==> config.mk <==
export PLATFORM = sky130hd
export DESIGN_NAME = twcp_bank
export DESIGN_NICKNAME = d
export VERILOG_FILES = /design/src/hw/twcp_pkg.sv /design/src/hw/twcp_pre_if.sv /design/src/hw/twcp_bank.sv /design/src/hw/twcp_prescale.sv
export SDC_FILE = /design/constraint.sdc
export NUM_CORES = 1
export LEC_CHECK = 0
export BUFFER_PORTS_ARGS = -buffer_cell sky130_fd_sc_hd__buf_4
export CORE_UTILIZATION = 35
export DETAILED_ROUTE_END_ITERATION = 10
export PLACE_DENSITY = 0.55
export SYNTH_ARGS = -nofsm -noshare
export SYNTH_HDL_FRONTEND = slang
export SYNTH_SLANG_ARGS = --single-unit
==> constraint.sdc <==
create_clock -name clock -period 2.8 [get_ports clock]
set_clock_uncertainty 0.1 [all_clocks]
set_input_delay 0.28 -clock clock [delete_from_list [all_inputs] [get_ports clock]]
set_output_delay 0.28 -clock clock [all_outputs]
set_load 0.02 [all_outputs]
==> src/hw/twcp_pkg.sv <==
// Constants for the timer and wake-up control page of the paged control space.
// Assumes an 8-bit control bus with a 4-bit control address and a page-select bit.
package twcp_pkg;

    // Control addresses on page 1
    localparam logic [3:0] ADDR_WAKEUP   = 4'h6;
    localparam logic [3:0] ADDR_COUNTER  = 4'h7;
    localparam logic [3:0] ADDR_WATCHDOG = 4'h8;
    localparam logic [3:0] ADDR_DOWN     = 4'h9;
    localparam logic [3:0] ADDR_PULSE    = 4'hA;
    localparam logic [3:0] ADDR_PULLUP   = 4'hB;

    // Wake-up and sink current register
    localparam int WAKE_SINK_BIT = 7;
    localparam logic [7:0] WAKE_WMASK = 8'h8F;
    localparam logic [7:0] WAKE_RESET = 8'h00;

    // Counter clock control register
    localparam int CNT_EDGE_BIT  = 7;
    localparam int CNT_GIE_BIT   = 6;
    localparam int CNT_SRC_BIT   = 5;
    localparam int CNT_PEDGE_BIT = 4;
    localparam int CNT_PRE_BIT   = 3;
    localparam logic [7:0] CNT_WMASK = 8'hBF;
    localparam logic [7:0] CNT_RESET = 8'hBF;

    // Watchdog control register
    localparam int WDT_ON_BIT = 3;
    localparam logic [7:0] WDT_WMASK = 8'h0F;
    localparam logic [7:0] WDT_RESET = 8'h00;

    // Plain read/write registers
    localparam logic [7:0] DOWN_RESET   = 8'h00;
    localparam logic [7:0] PULSE_RESET  = 8'h00;
    localparam logic [7:0] PULLUP_RESET = 8'h00;
    localparam int HI_SEL_BIT = 7;
    localparam int LO_SEL_BIT = 3;

    // Pin input filter depth
    localparam int SYNC_DEPTH = 3;
    localparam int PIN_COUNT  = 3;
    localparam int PIN_IRQ    = 0;
    localparam int PIN_COUNT_IN = 1;
    localparam int PIN_SUB_OSC  = 2;

    // Prescale selection: mask of low counter bits that must all be set for a tick.
    // A ratio of 1:2^k needs the low k bits set; plus_one adds one to k.
    function automatic logic [7:0] twcp_pre_mask(input logic [2:0] code,
                                                 input logic       plus_one);
        logic [3:0] k;
        logic [8:0] full;
        k    = {1'b0, code} + {3'h0, plus_one};
        full = (9'h001 << k) - 9'h001;
        return full[7:0];
    endfunction

endpackage

==> src/hw/twcp_pre_if.sv <==
// Link between the register bank and its prescaler block.
// Assumes both ends share one clock.
`timescale 1ns/1ns
interface twcp_pre_if;
    logic       tcc_evt;
    logic       tcc_bypass;
    logic [2:0] tcc_code;
    logic       tcc_clear;
    logic       tcc_tick;
    logic       wdt_evt;
    logic       wdt_on;
    logic [2:0] wdt_code;
    logic       wdt_clear;
    logic       wdt_tick;

    modport bank (output tcc_evt, tcc_bypass, tcc_code, tcc_clear,
                  output wdt_evt, wdt_on, wdt_code, wdt_clear,
                  input  tcc_tick, wdt_tick);
    modport pre  (input  tcc_evt, tcc_bypass, tcc_code, tcc_clear,
                  input  wdt_evt, wdt_on, wdt_code, wdt_clear,
                  output tcc_tick, wdt_tick);
endinterface

==> src/hw/twcp_bank.sv <==
// Timer and wake-up control page: six 8-bit control registers on page 1.
// Assumes the CPU drives single-cycle read/write strobes on the instruction clock,
// and that page_sel mirrors bit 0 of the port-5 page register.
`timescale 1ns/1ns

// How it works
// - Registers answer at addresses 06h to 0Bh only while page select is 1.
// - Wake-up bits 3..0 are active-low enables for P8 high/low, P6 high/low nibbles.
// - Wake-up enable bits reset to 0, so every group starts enabled.
// - Counter control bit 7 picks external interrupt edge: 0 rising, 1 falling.
// - Counter control bit 6 is read-only, showing the global interrupt enable flag.
// - Counter control bit 5 picks counter source: instruction clock or counter pin.
// - Counter control bit 4 picks counting pin edge: 0 rising, 1 falling.
// - Bit 3 low gives rate 1:1; high gives 1:2^(n+1) from bits 2..0.
// - Watchdog control bit 3 enables the watchdog.
// - Watchdog bits 2..0 set prescale ratio 1:2^n, 1:1 up to 1:128.
// - Watchdog prescaler counts sub-oscillator edges, never the main oscillator.
// - Down-counter bit 7 picks counter 2 clock: 0 sub, 1 main oscillator.
// - Down-counter bits 6..4 set counter 2 prescale 1:2^(n+1).
// - Down-counter bit 3 picks counter 1 clock: 0 sub, 1 main oscillator.
// - Down-counter bits 2..0 set counter 1 prescale 1:2^(n+1).
// - Pulse-width bit 7 picks low-pulse timer clock: 0 sub, 1 main.
// - Pulse-width bits 6..4 set low-pulse timer prescale 1:2^(n+1).
// - Pulse-width bit 3 picks high-pulse timer clock: 0 sub, 1 main.
// - Pulse-width bits 2..0 set high-pulse timer prescale 1:2^(n+1).
// - Each port 6 pull-high bit enables that pin's pull-high when 1.
// - Reset sets all counter control bits to 1 except the interrupt flag.
// - Watchdog clear or sleep clears watchdog prescaler; counter write clears counter prescaler.
module twcp_bank (
    // System
    input  wire logic       clock,
    input  wire logic       reset,
    // Control register access
    input  wire logic       page_sel,
    input  wire logic [3:0] io_addr,
    input  wire logic       io_wr,
    input  wire logic       io_rd,
    input  wire logic [7:0] io_wdata,
    output logic      [7:0] io_rdata,
    output logic            io_hit,
    // Instruction events
    input  wire logic       instr_cycle,
    input  wire logic       irq_disable_instr,
    input  wire logic       irq_enable_instr,
    input  wire logic       irq_return_instr,
    input  wire logic       irq_entry,
    input  wire logic       watchdog_clear_instr,
    input  wire logic       sleep_instr,
    input  wire logic       counter_write,
    // Pins
    input  wire logic       ext_irq_pin,
    input  wire logic       count_pin,
    input  wire logic       sub_osc_clock,
    // Wake-up and sink current
    output logic            sink_strength_select,
    output logic      [3:0] wake_enable,
    // Interrupt edge and global flag
    output logic            ext_irq_event,
    output logic            global_irq_on,
    // Time clock counter and watchdog
    output logic            counter_inc,
    output logic            watchdog_on,
    output logic            watchdog_tick,
    // Down counters and pulse-width timers
    output logic            down2_clock_pick,
    output logic      [2:0] down2_prescale_code,
    output logic            down1_clock_pick,
    output logic      [2:0] down1_prescale_code,
    output logic            low_pulse_clock_pick,
    output logic      [2:0] low_pulse_prescale_code,
    output logic            high_pulse_clock_pick,
    output logic      [2:0] high_pulse_prescale_code,
    // Port 6 pull-high
    output logic      [7:0] port6_pullup_bit
);

    // Register storage
    logic [7:0] wake_q;
    logic [7:0] cnt_q;
    logic [7:0] wdt_q;
    logic [7:0] down_q;
    logic [7:0] pulse_q;
    logic [7:0] pullup_q;
    logic       gie_q;
    logic       gie_d;
    logic [7:0] rdata_q;
    logic [7:0] rdata_d;
    logic       hit_q;
    logic       wake_out_q;
    logic [3:0] wake_en_q;

    // Pin filters
    logic [twcp_pkg::SYNC_DEPTH-1:0] sync_q [twcp_pkg::PIN_COUNT];
    logic [twcp_pkg::PIN_COUNT-1:0]  lvl_q;
    logic [twcp_pkg::PIN_COUNT-1:0]  lvl_d;
    logic [twcp_pkg::PIN_COUNT-1:0]  rise;
    logic [twcp_pkg::PIN_COUNT-1:0]  fall;
    logic                            irq_evt_q;

    twcp_pre_if pre_link ();

    // Address decode
    wire on_page  = page_sel;
    wire sel_wake = on_page & (io_addr == twcp_pkg::ADDR_WAKEUP);
    wire sel_cnt  = on_page & (io_addr == twcp_pkg::ADDR_COUNTER);
    wire sel_wdt  = on_page & (io_addr == twcp_pkg::ADDR_WATCHDOG);
    wire sel_down = on_page & (io_addr == twcp_pkg::ADDR_DOWN);
    wire sel_pw   = on_page & (io_addr == twcp_pkg::ADDR_PULSE);
    wire sel_ph   = on_page & (io_addr == twcp_pkg::ADDR_PULLUP);
    wire any_sel  = sel_wake | sel_cnt | sel_wdt | sel_down | sel_pw | sel_ph;

    // Write data per register; read-only and unused bits are written as zero
    wire [7:0] wake_wd = io_wdata & twcp_pkg::WAKE_WMASK;
    wire [7:0] cnt_wd  = io_wdata & twcp_pkg::CNT_WMASK;
    wire [7:0] wdt_wd  = io_wdata & twcp_pkg::WDT_WMASK;

    // Counter control view with the live interrupt flag in bit 6
    wire [7:0] cnt_view = {cnt_q[7], gie_q, cnt_q[5:0]};

    // Read selection
    assign rdata_d = sel_wake ? wake_q   :
                     sel_cnt  ? cnt_view :
                     sel_wdt  ? wdt_q    :
                     sel_down ? down_q   :
                     sel_pw   ? pulse_q  :
                     sel_ph   ? pullup_q : 8'h00;

    // Global interrupt flag: an enable in the same cycle as a mask wins
    wire gie_set = irq_enable_instr | irq_return_instr;
    wire gie_clr = irq_disable_instr | irq_entry;
    assign gie_d = gie_set ? 1'b1 : (gie_clr ? 1'b0 : gie_q);

    always_ff @(posedge clock) begin
        if (reset) begin
            wake_q   <= twcp_pkg::WAKE_RESET;
            cnt_q    <= twcp_pkg::CNT_RESET;
            wdt_q    <= twcp_pkg::WDT_RESET;
            down_q   <= twcp_pkg::DOWN_RESET;
            pulse_q  <= twcp_pkg::PULSE_RESET;
            pullup_q <= twcp_pkg::PULLUP_RESET;
            gie_q    <= 1'b0;
        end else begin
            if (io_wr && sel_wake) wake_q   <= wake_wd;
            if (io_wr && sel_cnt)  cnt_q    <= cnt_wd;
            if (io_wr && sel_wdt)  wdt_q    <= wdt_wd;
            if (io_wr && sel_down) down_q   <= io_wdata;
            if (io_wr && sel_pw)   pulse_q  <= io_wdata;
            if (io_wr && sel_ph)   pullup_q <= io_wdata;
            gie_q <= gie_d;
        end
    end

    // Read port: data and hit are registered one cycle after the read strobe
    always_ff @(posedge clock) begin
        if (reset) begin
            rdata_q <= 8'h00;
            hit_q   <= 1'b0;
        end else begin
            rdata_q <= io_rd ? rdata_d : rdata_q;
            hit_q   <= io_rd & any_sel;
        end
    end

    // Pin filters: a new level counts once the second and third stages agree
    wire [twcp_pkg::PIN_COUNT-1:0] pin_raw = {sub_osc_clock, count_pin, ext_irq_pin};

    always_ff @(posedge clock) begin
        for (int i = 0; i < twcp_pkg::PIN_COUNT; i++) begin
            sync_q[i] <= {sync_q[i][twcp_pkg::SYNC_DEPTH-2:0], pin_raw[i]};
        end
    end

    always_comb begin
        for (int i = 0; i < twcp_pkg::PIN_COUNT; i++) begin
            lvl_d[i] = (sync_q[i][1] == sync_q[i][2]) ? sync_q[i][2] : lvl_q[i];
        end
    end

    always_ff @(posedge clock) begin
        if (reset) begin
            lvl_q <= '0;
        end else begin
            lvl_q <= lvl_d;
        end
    end

    assign rise = lvl_d & ~lvl_q;
    assign fall = ~lvl_d & lvl_q;

    // External interrupt edge
    wire irq_edge = cnt_q[twcp_pkg::CNT_EDGE_BIT] ? fall[twcp_pkg::PIN_IRQ]
                                                  : rise[twcp_pkg::PIN_IRQ];

    // Counter source; pin edges are only seen reliably when slower than the
    // instruction clock, which the filter latency does not correct for
    wire pin_edge = cnt_q[twcp_pkg::CNT_PEDGE_BIT] ? fall[twcp_pkg::PIN_COUNT_IN]
                                                   : rise[twcp_pkg::PIN_COUNT_IN];
    wire tcc_src  = cnt_q[twcp_pkg::CNT_SRC_BIT] ? pin_edge : instr_cycle;

    // Prescaler link
    assign pre_link.tcc_evt    = tcc_src;
    assign pre_link.tcc_bypass = ~cnt_q[twcp_pkg::CNT_PRE_BIT];
    assign pre_link.tcc_code   = cnt_q[2:0];
    assign pre_link.tcc_clear  = counter_write;
    // Watchdog counts filtered sub-oscillator rising edges only
    assign pre_link.wdt_evt    = rise[twcp_pkg::PIN_SUB_OSC];
    assign pre_link.wdt_on     = wdt_q[twcp_pkg::WDT_ON_BIT];
    assign pre_link.wdt_code   = wdt_q[2:0];
    assign pre_link.wdt_clear  = watchdog_clear_instr | sleep_instr;

    twcp_prescale u_prescale (
        .clock (clock),
        .reset (reset),
        .pre   (pre_link.pre)
    );

    // Next values of the wake-up register fields, so outputs track a write at once
    wire [7:0] wake_next   = (io_wr && sel_wake) ? wake_wd : wake_q;
    wire       wake_d_sink = wake_next[twcp_pkg::WAKE_SINK_BIT];
    wire [3:0] wake_d_bits = wake_next[3:0];

    // Registered outputs that are not already register bits
    always_ff @(posedge clock) begin
        if (reset) begin
            irq_evt_q  <= 1'b0;
            wake_out_q <= 1'b0;
            wake_en_q  <= 4'hF;
        end else begin
            irq_evt_q  <= irq_edge;
            wake_out_q <= wake_d_sink;
            wake_en_q  <= ~wake_d_bits;
        end
    end

    // Outputs
    assign io_rdata                 = rdata_q;
    assign io_hit                   = hit_q;
    assign sink_strength_select     = wake_out_q;
    assign wake_enable              = wake_en_q;
    assign ext_irq_event            = irq_evt_q;
    assign global_irq_on            = gie_q;
    assign counter_inc              = pre_link.tcc_tick;
    assign watchdog_on              = wdt_q[twcp_pkg::WDT_ON_BIT];
    assign watchdog_tick            = pre_link.wdt_tick;
    assign down2_clock_pick         = down_q[twcp_pkg::HI_SEL_BIT];
    assign down2_prescale_code      = down_q[6:4];
    assign down1_clock_pick         = down_q[twcp_pkg::LO_SEL_BIT];
    assign down1_prescale_code      = down_q[2:0];
    assign low_pulse_clock_pick     = pulse_q[twcp_pkg::HI_SEL_BIT];
    assign low_pulse_prescale_code  = pulse_q[6:4];
    assign high_pulse_clock_pick    = pulse_q[twcp_pkg::LO_SEL_BIT];
    assign high_pulse_prescale_code = pulse_q[2:0];
    assign port6_pullup_bit         = pullup_q;

endmodule // twcp_bank

==> src/hw/twcp_prescale.sv <==
// Prescalers for the time clock counter and the watchdog.
// Assumes source events are single-cycle pulses on the system clock.
`timescale 1ns/1ns
module twcp_prescale (
    // System
    input wire logic clock,
    input wire logic reset,
    // Bank side
    twcp_pre_if.pre  pre
);

    logic [7:0] tcc_cnt_q;
    logic [7:0] tcc_cnt_d;
    logic [7:0] wdt_cnt_q;
    logic [7:0] wdt_cnt_d;
    logic       tcc_tick_q;
    logic       wdt_tick_q;
    wire  [7:0] tcc_mask = twcp_pkg::twcp_pre_mask(pre.tcc_code, 1'b1);
    wire  [7:0] wdt_mask = twcp_pkg::twcp_pre_mask(pre.wdt_code, 1'b0);
    wire        tcc_hit  = ((tcc_cnt_q & tcc_mask) == tcc_mask);
    wire        wdt_hit  = ((wdt_cnt_q & wdt_mask) == wdt_mask);

    // Clear beats a coincident event, matching an instruction that rewrites the count
    assign tcc_cnt_d = pre.tcc_clear ? 8'h00 :
                       pre.tcc_evt   ? tcc_cnt_q + 8'h01 : tcc_cnt_q;
    assign wdt_cnt_d = pre.wdt_clear ? 8'h00 :
                       pre.wdt_evt   ? wdt_cnt_q + 8'h01 : wdt_cnt_q;

    always_ff @(posedge clock) begin
        if (reset) begin
            tcc_cnt_q  <= 8'h00;
            wdt_cnt_q  <= 8'h00;
            tcc_tick_q <= 1'b0;
            wdt_tick_q <= 1'b0;
        end else begin
            tcc_cnt_q  <= tcc_cnt_d;
            wdt_cnt_q  <= wdt_cnt_d;
            tcc_tick_q <= pre.tcc_evt & ~pre.tcc_clear & (pre.tcc_bypass | tcc_hit);
            wdt_tick_q <= pre.wdt_evt & ~pre.wdt_clear & pre.wdt_on & wdt_hit;
        end
    end

    assign pre.tcc_tick = tcc_tick_q;
    assign pre.wdt_tick = wdt_tick_q;

endmodule // twcp_prescale
[Word-level counts from Yosys, hierarchy flattened]
Memory sizes are Yosys's and may differ from the RTL's.
Index checks and enable logic that the tools add are counted.
Operators by class
  equality and inequality tests: 11
  reductions and logical operators: 9
  shifts and indexed selects: 2
  mux-type cells: 15
  add/sub/neg operators: 5
  bitwise gates (word level): 31
Operators by type and width (number)
  8-bit two-way mux: 7
  8-bit by 1-bit adder with 8-bit output, second input constant: 2
  8-bit bitwise AND: 2
  4-bit equality test, second input constant: 4
  8-bit equality test: 2
  8-bit by 1-bit subtractor with 8-bit output, second input constant: 2
  1-bit bitwise AND: 12
  1-bit OR: 9
  4-bit by 3-bit equality test with 1-bit output, second input constant: 2
  1-bit two-way mux: 8
  1-bit by 3-bit left shift with 8-bit output, first input constant: 1
  1-bit by 4-bit left shift with 8-bit output, first input constant: 1
  1-bit logical AND: 6
  3-bit by 1-bit adder with 4-bit output, second input constant: 1
  4-bit NOT: 1
  2-bit OR reduction: 2
  3-bit bitwise AND: 1
  1-bit equality test: 3
  1-bit NOT: 3
  3-bit NOT: 1
  2-bit bitwise AND: 1
  2-bit NOT: 1
  2-bit nonzero test: 1
Storage, ports and cells
  bits of input ports: 28
  flip-flop bits (word level): 77
  memories: 1
  word-level logic and storage cells: 91
  RAM bits: 9
Memory list
  sync_q: depth 3, bits a word 3, read ports 3, clocked after memory_dff 0, wr ports 3, RTL line twcp_bank.sv:93  | logic [twcp_pkg::SYNC_DEPTH-1:0] sync_q [twcp_pkg::PIN_COUNT];

[Depth between registers and ports, before layout]
Gate-level depths: netlist (run 1).
An unclocked memory read counts as a cell.
  depth after elaboration: 9
  depth in mapped cells: 8

[Hierarchy]
From an unflattened synthesis (run 1), not the netlist that was laid out.
Unflattened totals
  cell total of the unflattened synthesis: 379
  area, all modules: 3672.3 µm²
Modules (own cells, without submodules)
  twcp_bank: instances 1, cells each 273, seq. area each 1341.3 µm², area each 2790.2 µm²
  twcp_prescale: instances 1, cells each 106, seq. area each 340.3 µm², area each 882.1 µm²

[Least setup slack after synthesis (run 1)]
No wires, ideal clock.
  kind: reg2reg
  start: register cnt_q[1]
  end: register u_prescale.tcc_tick_q, in the netlist u_prescale.pre.tcc_tick
  buffers on the path: 1
  library setup time: 0.118 ns
  setup slack: 0.899 ns
  cell stages (with the launch flop): 9
  data arrival time: 1.683 ns
  cells stage by stage: dfxtp_1 clkbuf_1 and2_1 ha_1 or4b_1 a21oi_1 a221oi_1 nand4_1 a21oi_1
Between the ends
  word-level cells in the longest chain between the ends: 7
Ends and longest elaborated chain
  start: declaration: RTL line twcp_bank.sv:79  | logic [7:0] cnt_q;
  start signal: assignment: RTL line twcp_bank.sv:136  | cnt_q <= twcp_pkg::CNT_RESET;
  start signal: assignment: RTL line twcp_bank.sv:144  | if (io_wr && sel_cnt) cnt_q <= cnt_wd;
  3-bit by 1-bit adder with 4-bit output (*): RTL line twcp_pkg.sv:52  | k = {1'b0, code} + {3'h0, plus_one};
  1-bit by 4-bit left shift with 8-bit output (*): RTL line twcp_pkg.sv:53  | full = (9'h001 << k) - 9'h001;
  8-bit by 1-bit subtractor with 8-bit output (*): RTL line twcp_pkg.sv:53
  8-bit bitwise AND: RTL line twcp_prescale.sv:20  | wire tcc_hit = ((tcc_cnt_q & tcc_mask) == tcc_mask);
  8-bit equality test (*): RTL line twcp_prescale.sv:20
  1-bit OR (*): RTL line twcp_prescale.sv:38  | tcc_tick_q <= pre.tcc_evt & ~pre.tcc_clear & (pre.tcc_bypass | tcc_hit);
  1-bit bitwise AND (*): RTL line twcp_prescale.sv:38
  end signal: assignment: RTL line twcp_prescale.sv:38
  end: declaration: RTL line twcp_prescale.sv:16  | logic tcc_tick_q;
Mark *: on every way between the ends. The rest lies on a longest branch, timed or not.
A chain may end at the register's enable or synchronous reset.

[Final worst setup path (run 1)]
Same ends and word-level chain as after synthesis.

==> out/metrics.csv, run 1 <==
stage,metric,value,unit
sta,shortest clock period the worst path allows after layout,2.009,ns
sta,Tightest Pin Transition,0.5805,ns
synth,gate count after technology mapping,383,
power_and_ir_drop,Static Leak,1.759,nW
grt,all-layer global routing usage,16.96,%
sta,fin crit share,71.75,%
grt,wire length of the first global-routing pass,14460,um
worst_setup_path,most frequent cell on the critical path,sky130_fd_sc_hd__a21oi_1,
synth,commonest register cell after synthesis,sky130_fd_sc_hd__dfxtp_1,
detailed_routing,initial DRC count,138,
sta,final-report setup violation count,0,
worst_setup_path,Crit path max-delay family,simple AND/OR/NAND/NOR gates,
worst_setup_path,critical-path cell list,and2_1 -> ha_1 -> or4b_1 -> a21oi_1 -> a221oi_1 -> nand4_1 -> a21oi_1,
final_layout,share of final-layout standard cells stronger than drive strength 1,22.03,%
synth,count of distinct cell types in the synthesized netlist,53,
sta,hold violation count in the final report,0,
worst_setup_path,data arrival time of the critical path,2.15,ns
grt,via count of the first global-routing pass,2780,
worst_setup_path,buffer and inverter count on the worst path,0,
worst_setup_path,CP Data Required Time,2.94,ns
power_and_ir_drop,net switching power,549.6,uW
sta,Slew Limit Headroom,61.30,%
floorplan,core region area,9910,um2
final_layout,"Area growth, synth to finish",22.12,%
detailed_routing,overall routed net length,8823,um
floorplan,ports placed on the boundary,71,
worst_setup_path,critical path type,reg2reg,
worst_setup_path,Worst Setup End Kind,flop,
grt,maximum number of pins on one net before global-route repair,59,
floorplan,effective utilization at floorplan,36.59,%
synth,post-synthesis cell area,3626,um2
final_layout,most used cells in the layout excluding fill and tap cells,"sky130_fd_sc_hd__dfxtp_1, sky130_fd_sc_hd__buf_4, sky130_fd_sc_hd__nor2_1",
run,max_cap viols,0,
clock_network,clock insertion delay at the later pin of the skew report,0.36,ns
detailed_routing,Routed wire per std cell,15.03,um
detailed_routing,drt pass-1 iters,4,
floorplan,Core Rows,36,
synth,per-instance average area after synthesis,9.467,um2
sta,unrepaired setup endpoints after global routing,no,
clock_network,TritonCTS clock tree,built,
power_and_ir_drop,Peak supply drop,0.2607,mV
power_and_ir_drop,cell area power density,492.2,nW/um2
final_layout,"commonest non-fill, non-tap cell in the layout",sky130_fd_sc_hd__dfxtp_1,
grt,number of antenna violations at the first check in global routing,0,
synth,number of nets produced by synthesis,414,
placement,I/O Buffers,70,
status,result of the run,"finished, final reports clean",
clock_network,Post-CTS Repair Setup Buffers,0,
placement,placed cell count,568,
power_and_ir_drop,relative contribution of sequential cells to total power,56.3,%
worst_setup_path,slowest cell delay on critical path,0.48,ns
worst_setup_path,Critical Path Start Type,flop,
clock_network,clock-pin transition on the worst setup and hold timing paths,0.09,ns
power_and_ir_drop,fraction of power spent switching nets,25.22,%
final_layout,final standard cell count with taps included and fillers excluded,587,
sta,upper clock frequency limit,497.8,MHz
detailed_routing,detail-routed via count per cell,4.971,
sta,max-slew violation total from the final report,0,
clock_network,H-Tree Depth,3,
detailed_routing,detailed-route DRC error count,0,
clock_network,clock sinks,84,
synth,number of warnings issued by yosys,0,
final_layout,nets@finish,480,
clock_network,Longest Clk Path Bufs,2,
floorplan,die outline area,10770,um2
sta,total negative slack for setup checks,0,ns
synth,proportion of synthesized flip-flops having asynchronous set or reset,0,%
placement,final estimated routing congestion in global placement,0.7857,
clock_network,number of buffers created by CTS,9,
grt,Congestion Overflow GR,0,
floorplan,die outline width,103.8,um
worst_setup_path,CP max-delay cell,sky130_fd_sc_hd__dfxtp_1,
final_layout,number of antenna cells inserted,0,
synth,post-synthesis sequential element count,84,
power_and_ir_drop,part of the total power dissipated in the clock network,36.4,%
synth,share of the yosys chip area belonging to registers,46.38,%
worst_setup_path,biggest fanout along the worst timing path,10,
placement,detailed-placement wirelength estimate,6328,um
floorplan,Die H,103.8,um
detailed_routing,final antenna-violating net count,0,
clock_network,Clock Root Buffer,sky130_fd_sc_hd__clkbuf_8,
worst_hold_path,worst min-delay path category,in2reg,
detailed_routing,via count,2918,
final_layout,fillcell total,1021,
synth,number of enable-type register cells in the synthesized netlist,0,
power_and_ir_drop,combinational share of power,7.3,%
power_and_ir_drop,P_int,1.630,mW
## kinds of logic after synthesis
kind of cell	Yosys count	share of synthesized area, %
AND/OR/NAND/NOR	151	21.98
flip-flops	84	46.38
AO/OA/AOI/OAI	60	10.90
multiplexers	45	12.59
buffers and inverters	26	3.726
XOR/XNOR	14	3.382
adder cells (fa/ha/maj)	3	1.035
## metrics by stage
step / worst slack (ns) / cell area, um2 / utilization, % / power, mW / hold slack [ns]
floorplan: 0.8987 / 3626 / - / 1.343 / 0.2077
global placement: 0.8073 / 4220 / 42.59 / 1.409 / 0.2113
detailed placement: 0.7855 / 4220 / 42.59 / 1.412 / 0.2154
CTS: 0.7956 / 4428 / 44.68 / 2.202 / 0.02961
global route: 0.6652 / 4428 / 44.68 / 2.275 / 0.05693
finish: 0.7911 / 4428 / 44.68 / 2.180 / 0.03521
## Yosys cell counts (all sizes together), types with 3 or more instances
cell type	count	share of area [%]
dfxtp	84	46
nor2	64	6.9
mux2i	40	11
nand2	27	3.2
o21ai	17	2.3
a21oi	13	1.8
buf	12	2.3
nand3	11	1.5
nand3b	10	2.1
xor2	9	2.2
clkbuf	8	0.83
a22oi	6	1.2
inv	6	0.62
nand4	6	1.0
a211oi	5	1.0
mux2	5	1.6
or2	5	0.86
xnor2	5	1.2
nand2b	4	0.69
nor2b	4	0.90
o22ai	4	0.69
a2bb2oi	3	0.72
and3	3	0.66
ha	3	1.0
nand4b	3	0.90
nand4bb	3	0.93
or3	3	0.52
## registers in the layout, indices dropped and copies added (netlist names)
register	flops
cnt_q	7
down_q	8
ext_irq_event	1
global_irq_on	1
io_hit	1
io_rdata	8
lvl_q	3
port6_pullup_bit	8
pulse_q	8
sync_q	9
u_prescale.pre.tcc_tick	1
u_prescale.pre.wdt_tick	1
u_prescale.tcc_cnt_q	8
u_prescale.wdt_cnt_q	7
wake_enable	4
wake_q	5
wdt_q	4
## area by class of cell
| type | count | area (um2) | area share, % |
|---|---|---|---|
| clock buffer | 11 | 141.4 | 3.193 |
| clock inverter | 5 | 36.28 | 0.8194 |
| inverter | 6 | 22.52 | 0.5086 |
| multi-input combinational | 273 | 1809 | 40.86 |
| sequential | 84 | 1682 | 37.98 |
| tap | 133 | 166.4 | 3.758 |
| timing repair buffer | 75 | 570.5 | 12.88 |
## per-layer routing
metal / vias up / global-route usage [%] / share of wire [%]
li1: 1475 / - / -
met1: 1380 / 22.67 / 47
met2: 52 / 27.28 / 48
met3: 11 / 2.958 / 2.9
met4: 0 / 6.429 / 1.5
met5: - / 0 / 0
## worst reg2reg max path: cells and delay by family (launching register included)
kind                     cells  cell delay, ns
flip-flops                   1            0.48
AND/OR/NAND/NOR              3            0.75
AO/OA/AOI/OAI                3            0.29
adder cells (fa/ha/maj)      1            0.28
## worst paths after layout
check,startpoint,depth (start not counted),to,slack [ns]
setup / recovery,cnt_q[1]$_SDFFE_PP1P_,7,u_prescale.pre.tcc_tick$_SDFF_PP0_,0.79
setup reg to reg,cnt_q[1]$_SDFFE_PP1P_,7,u_prescale.pre.tcc_tick$_SDFF_PP0_,0.79
hold / removal,irq_return_instr,3,global_irq_on$_SDFFE_PP0P_,0.04
hold reg to reg,sync_q[0][6]$_DFF_P_,0,sync_q[0][7]$_DFF_P_,0.23
## power groups by stage
stage,sequential (mW),clock [mW],combinational (mW)
after global routing,1.23,0.870,0.174
after global placement,1.25,0,0.154
after detailed placement,1.26,0,0.156
final,1.23,0.794,0.159
after floorplan,1.26,0,0.0850
after CTS,1.23,0.814,0.160
## repair_timing
item                                    in CTS  in global routing
hold endpoints to repair                     3                  0
endpoints found under the setup margin       0                  0
resized for setup                            0                  0
hold buffers                                 3                  0
No activity file was read; power rests on OpenSTA's default activity.
==> run 2: changes to the inputs <==
- clock period: 2.8 -> 1.9 ns (I/O delays scaled with it)
==> out/metrics.csv, run 2 (synthesis results as in run 1) <==
stage,metric,value,unit,change
final_layout,most used cells in the layout excluding fill and tap cells,"sky130_fd_sc_hd__dfxtp_1, sky130_fd_sc_hd__buf_4, sky130_fd_sc_hd__nor2_1",,unchanged
final_layout,share of final-layout standard cells stronger than drive strength 1,23.50,%,was 22.03%
power_and_ir_drop,Peak supply drop,0.4774,mV,was 0.2607 mV
sta,hold violation count in the final report,0,,unchanged
clock_network,clock-pin transition on the worst setup and hold timing paths,0.09,ns,about the same
grt,Congestion Overflow GR,0,,unchanged
final_layout,number of antenna cells inserted,0,,unchanged
floorplan,core region area,9910,um2,unchanged
placement,minimum setup slack after placement,0.05785,ns,was 0.7855 ns
floorplan,Core Rows,36,,unchanged
clock_network,Longest Clk Path Bufs,2,,unchanged
grt,wire length of the first global-routing pass,14370,um,was 14460 um
worst_setup_path,data arrival time of the critical path,1.93,ns,was 2.15 ns
detailed_routing,detail-routed via count per cell,4.892,,was 4.971
placement,final estimated routing congestion in global placement,0.7710,,was 0.7857
floorplan,die outline width,103.8,um,unchanged
sta,Slew Limit Headroom,63.99,%,was 61.30%
sta,shortest clock period the worst path allows after layout,1.787,ns,was 2.009 ns
worst_setup_path,CP Data Required Time,2.04,ns,was 2.94 ns
final_layout,"Area growth, synth to finish",27.19,%,was 22.12%
sta,final-report setup violation count,0,,unchanged
worst_setup_path,Worst Setup End Kind,flop,,unchanged
detailed_routing,via count,2940,,was 2918
detailed_routing,drt pass-1 iters,4,,unchanged
clock_network,Post-CTS Repair Setup Buffers,0,,unchanged
detailed_routing,detailed-route DRC error count,0,,unchanged
sta,total negative slack for setup checks,0,ns,unchanged
clock_network,clock insertion delay at the later pin of the skew report,0.36,ns,about the same
worst_setup_path,critical path type,reg2reg,,unchanged
final_layout,register ranked first by flip-flop count,sync_q,,unchanged
sta,fin crit share,94.08,%,was 71.75%
floorplan,effective utilization at floorplan,36.59,%,unchanged
power_and_ir_drop,Static Leak,1.853,nW,was 1.759 nW
grt,all-layer global routing usage,16.69,%,was 16.96%
clock_network,H-Tree Depth,3,,unchanged
detailed_routing,initial DRC count,132,,was 138
power_and_ir_drop,cell area power density,755.7,nW/um2,was 492.2 nW/um2
worst_setup_path,CP max-delay cell,sky130_fd_sc_hd__or4b_1,,was sky130_fd_sc_hd__dfxtp_1
final_layout,area of the multi-input gates,1826,um2,was 1809 um2
final_layout,fillcell total,989,,was 1021
floorplan,die outline area,10770,um2,unchanged
worst_setup_path,source of the worst register-to-register timing path,cnt_q[1]$_SDFFE_PP1P_,,unchanged
worst_setup_path,Crit path max-delay family,simple AND/OR/NAND/NOR gates,,unchanged
final_layout,flip-flop count of the largest register after layout,9,,unchanged
detailed_routing,overall routed net length,8706,um,was 8823 um
worst_setup_path,biggest fanout along the worst timing path,5,,was 10
clock_network,clock sinks,84,,unchanged
worst_setup_path,reg-to-reg setup timing slack,0.11,ns,was 0.79 ns
detailed_routing,final antenna-violating net count,0,,unchanged
status,result of the run,"finished, final reports clean",,unchanged
grt,via count of the first global-routing pass,2915,,was 2780
sta,Tightest Pin Transition,0.5402,ns,was 0.5805 ns
final_layout,register cell area after layout,1682,um2,unchanged
clock_network,Clock Root Buffer,sky130_fd_sc_hd__clkbuf_8,,unchanged
worst_setup_path,Critical Path Start Type,flop,,unchanged
placement,detailed-placement wirelength estimate,6290,um,was 6328 um
floorplan,ports placed on the boundary,71,,unchanged
placement,I/O Buffers,70,,unchanged
final_layout,nets@finish,494,,was 480
worst_setup_path,slowest cell delay on critical path,0.46,ns,was 0.48 ns
floorplan,Die H,103.8,um,unchanged
grt,maximum number of pins on one net before global-route repair,56,,was 59
sta,final worst-path setup slack,0.1126,ns,was 0.7911 ns
clock_network,TritonCTS clock tree,built,,unchanged
clock_network,number of buffers created by CTS,9,,unchanged
detailed_routing,Routed wire per std cell,14.49,um,was 15.03 um
worst_setup_path,Crit. Startpoint,cnt_q[1]$_SDFFE_PP1P_,,unchanged
final_layout,"commonest non-fill, non-tap cell in the layout",sky130_fd_sc_hd__dfxtp_1,,unchanged
grt,number of antenna violations at the first check in global routing,0,,unchanged
sta,upper clock frequency limit,559.5,MHz,was 497.8 MHz
worst_hold_path,worst min-delay path category,in2reg,,unchanged
sta,max-slew violation total from the final report,0,,unchanged
worst_hold_path,min-delay src,io_wdata[4],,was irq_return_instr
worst_setup_path,buffer and inverter count on the worst path,0,,unchanged
worst_setup_path,critical-path cell list,and2_1 -> ha_4 -> or4b_1 -> a21oi_1 -> a221oi_1 -> nand4_1 -> a21oi_2,,was and2_1 -> ha_1 -> or4b_1 -> a21oi_1 -> a221oi_1 -> nand4_1 -> a21oi_1
run,max_cap viols,0,,unchanged
sta,unrepaired setup endpoints after global routing,no,,unchanged
run 2: worst min-delay path, cell delays in order:
cell and delay, ns:
sky130_fd_sc_hd__buf_4 0.11, sky130_fd_sc_hd__mux2i_1 0.07, sky130_fd_sc_hd__nor2_1 0.07
run 2: cell type report:
type                       count  area share, %
multi-input combinational    273          39.58
inverter                       6         0.4883
clock inverter                 7          2.143
sequential                    84          36.46
timing repair buffer          89          15.03
clock buffer                   9          2.686
tap                          133          3.608
run 2: path summary, 6_finish.rpt:
check | end | cells past startpoint
worst max register to register | u_prescale.pre.tcc_tick$_SDFF_PP0_ | 7
worst min register to register | sync_q[0][1]$_DFF_P_ | 0
worst max-delay path | u_prescale.pre.tcc_tick$_SDFF_PP0_ | 7
worst min-delay path | down_q[4]$_SDFFE_PP0P_ | 3
run 2: through the flow:
step                      utilization [%]  hold slack, ns  instances  total power, mW  area, um2
after floorplan                         -          0.1177        383            1.979       3627
after global placement              43.12          0.1947        575            2.078       4273
after detailed placement            43.12          0.1971        575            2.082       4273
after CTS                           46.38        0.005989        601            3.524       4596
after global routing                46.54         0.01562        601            3.618       4612
final                               46.54         0.01655        601            3.485       4612
run 2: repair_timing:
item	4_1_cts	5_1_grt
hold endpoints to repair	13	0
hold buffers	10	0
gates resized for setup	0	2
setup endpoints to repair	0	1
run 2: metal layers:
layer  wire length, um  vias to the layer above  global-route usage (%)  share of wire, %
met5                 0                        -                       0                 0
met4                91                        0                   5.816               1.0
met3               359                       10                   3.839               4.1
met2              3988                       53                   26.89                46
met1              4267                     1377                   21.90                49
li1                  -                     1500                       -                 -
run 2: power by group:
group,internal [mW],switching (mW),total (mW)
combinational,0.117,0.134,0.251
clock,0.750,0.678,1.43
sequential,1.79,0.0203,1.81
==> run 3: changes to the inputs <==
- MAX_ROUTING_LAYER: unset -> met4
==> out/metrics.csv, run 3 (synthesis results as in run 1) <==
stage,metric,value,unit,change
status,result of the run,"finished, final reports clean",,unchanged
worst_setup_path,critical-path cell list,and2_1 -> ha_4 -> or4b_1 -> a21oi_1 -> a221oi_1 -> nand4_1 -> a21oi_2,,unchanged
detailed_routing,via count,2953,,was 2940
sta,final worst-path setup slack,0.1187,ns,was 0.1126 ns
grt,wire length of the first global-routing pass,14370,um,about the same
final_layout,"commonest non-fill, non-tap cell in the layout",sky130_fd_sc_hd__dfxtp_1,,unchanged
sta,total negative slack for setup checks,0,ns,unchanged
worst_setup_path,CP Data Required Time,2.04,ns,about the same
sta,final-report setup violation count,0,,unchanged
power_and_ir_drop,cell area power density,755.4,nW/um2,was 755.7 nW/um2
placement,minimum setup slack after placement,0.05785,ns,unchanged
power_and_ir_drop,Static Leak,1.853,nW,unchanged
worst_setup_path,critical path type,reg2reg,,unchanged
clock_network,clock-pin transition on the worst setup and hold timing paths,0.09,ns,about the same
worst_setup_path,data arrival time of the critical path,1.92,ns,was 1.93 ns
clock_network,clock insertion delay at the later pin of the skew report,0.35,ns,was 0.36 ns
sta,upper clock frequency limit,561.4,MHz,was 559.5 MHz
worst_hold_path,min-delay src,io_wdata[4],,unchanged
placement,I/O Buffers,70,,unchanged
worst_hold_path,Hold Path End,down_q[4]$_SDFFE_PP0P_,,unchanged
placement,dpl cell area,4273,um2,unchanged
detailed_routing,initial DRC count,132,,unchanged
final_layout,final cell area excluding filler cells,4612,um2,unchanged
worst_setup_path,FF-to-FF End,u_prescale.pre.tcc_tick$_SDFF_PP0_,,unchanged
grt,via count of the first global-routing pass,2917,,was 2915
grt,maximum number of pins on one net before global-route repair,56,,unchanged
grt,Congestion Overflow GR,0,,unchanged
sta,Tightest Pin Transition,0.5371,ns,was 0.5402 ns
clock_network,Post-CTS Repair Setup Buffers,0,,unchanged
worst_setup_path,source of the worst register-to-register timing path,cnt_q[1]$_SDFFE_PP1P_,,unchanged
worst_setup_path,buffer and inverter count on the worst path,0,,unchanged
worst_hold_path,worst min-delay path category,in2reg,,unchanged
floorplan,core region area,9910,um2,unchanged
clock_network,number of buffers created by CTS,9,,unchanged
final_layout,most used cells in the layout excluding fill and tap cells,"sky130_fd_sc_hd__dfxtp_1, sky130_fd_sc_hd__buf_4, sky130_fd_sc_hd__nor2_1",,unchanged
final_layout,share of final-layout standard cells stronger than drive strength 1,23.50,%,unchanged
power_and_ir_drop,Peak supply drop,0.4772,mV,was 0.4774 mV
floorplan,ports placed on the boundary,71,,unchanged
power_and_ir_drop,Total Power,3.484,mW,was 3.485 mW
final_layout,flip-flop count of the largest register after layout,9,,unchanged
floorplan,Core Rows,36,,unchanged
floorplan,die outline width,103.8,um,unchanged
clock_network,TritonCTS clock tree,built,,unchanged
worst_setup_path,Worst Setup End Kind,flop,,unchanged
detailed_routing,detail-routed via count per cell,4.913,,was 4.892
worst_setup_path,reg-to-reg setup timing slack,0.12,ns,was 0.11 ns
worst_setup_path,length in cells of the worst reg-to-reg path,7,,unchanged
clock_network,Clock Root Buffer,sky130_fd_sc_hd__clkbuf_8,,unchanged
worst_setup_path,Critical Path Start Type,flop,,unchanged
worst_setup_path,CP max-delay cell,sky130_fd_sc_hd__or4b_1,,unchanged
clock_network,clock sinks,84,,unchanged
worst_hold_path,hold-critical path depth,3,,unchanged
sta,fin crit share,93.75,%,was 94.08%
clock_network,H-Tree Depth,3,,unchanged
sta,Slew Limit Headroom,64.19,%,was 63.99%
detailed_routing,overall routed net length,8673,um,was 8706 um
worst_setup_path,slowest cell delay on critical path,0.46,ns,about the same
floorplan,effective utilization at floorplan,36.59,%,unchanged
sta,unrepaired setup endpoints after global routing,no,,unchanged
grt,all-layer global routing usage,17.19,%,was 16.69%
final_layout,register ranked first by flip-flop count,sync_q,,unchanged
detailed_routing,final antenna-violating net count,0,,unchanged
detailed_routing,Routed wire per std cell,14.43,um,was 14.49 um
final_layout,nets@finish,494,,unchanged
grt,number of antenna violations at the first check in global routing,0,,unchanged
floorplan,die outline area,10770,um2,unchanged
final_layout,number of antenna cells inserted,0,,unchanged
clock_network,Longest Clk Path Bufs,2,,unchanged
detailed_routing,drt pass-1 iters,4,,unchanged
placement,final estimated routing congestion in global placement,0.7814,,was 0.7710
floorplan,Die H,103.8,um,unchanged
sta,shortest clock period the worst path allows after layout,1.781,ns,was 1.787 ns
detailed_routing,detailed-route DRC error count,0,,unchanged
sta,hold violation count in the final report,0,,unchanged
final_layout,"Area growth, synth to finish",27.19,%,unchanged
placement,detailed-placement wirelength estimate,6290,um,unchanged
worst_setup_path,biggest fanout along the worst timing path,5,,unchanged
worst_setup_path,Crit path max-delay family,simple AND/OR/NAND/NOR gates,,unchanged
sta,max-slew violation total from the final report,0,,unchanged
run,max_cap viols,0,,unchanged
==> run 3: layout make-up <==
class	instances	area [um2]
well taps	133	166.4
multi-input cells	273	1826
flip-flops and latches	84	1682
fillers	989	5298
inverters	6	22.52
clock buffers	9	123.9
repair buffers	89	693.2
clock inverters	7	98.84
==> run 3: routing by layer <==
layer	routed length [um]	up-vias	global-route usage, %
li1	-	1501	-
met1	4251	1380	22.29
met2	3982	62	26.80
met3	341	10	3.398
met4	97	0	5.816
met5	0	-	-
==> run 3: worst register-to-register path: cells and delay by family, from the launching register on <==
family                     cells  cell delay, ns
and+or+nand+nor                3            0.77
AOI/OAI and AO/OA              3            0.26
adders and majority gates      1            0.23
DFF                            1            0.31
==> run 3: worst max-delay path by stage <==
stage	from	end	slack, ns	cells past startpoint
after global routing	cnt_q[0]$_SDFFE_PP1P_	u_prescale.pre.tcc_tick$_SDFF_PP0_	0.002	7
after CTS	cnt_q[1]$_SDFFE_PP1P_	u_prescale.pre.tcc_tick$_SDFF_PP0_	0.04	7
after floorplan	cnt_q[1]$_SDFFE_PP1P_	u_prescale.pre.tcc_tick$_SDFF_PP0_	0.02	8
after detailed placement	cnt_q[1]$_SDFFE_PP1P_	u_prescale.pre.tcc_tick$_SDFF_PP0_	0.06	7
final	cnt_q[1]$_SDFFE_PP1P_	u_prescale.pre.tcc_tick$_SDFF_PP0_	0.12	7
after global placement	cnt_q[1]$_SDFFE_PP1P_	u_prescale.pre.tcc_tick$_SDFF_PP0_	0.11	7
==> run 3: stage by stage <==
stage | hold WS (ns) | utilization (%) | std cells
global route | 0.01356 | 46.54 | 601
global placement | 0.1947 | 43.12 | 575
finish | 0.01788 | 46.54 | 601
detailed placement | 0.1971 | 43.12 | 575
floorplan | 0.1177 | - | 383
CTS | 0.005989 | 46.38 | 601
==> run 3: where the power goes <==
part	switching, mW	internal, mW	total, mW
Combinational	0.134	0.117	0.251
Clock	0.677	0.750	1.43
Sequential	0.0203	1.79	1.81
Total	0.831	2.65	3.48
==> run 3: timing repair <==
item                                    in CTS  in global routing
endpoints found under the setup margin       0                  1
resized for setup                            0                  2
endpoints found under the hold margin       13                  0
hold buffers                                10                  0
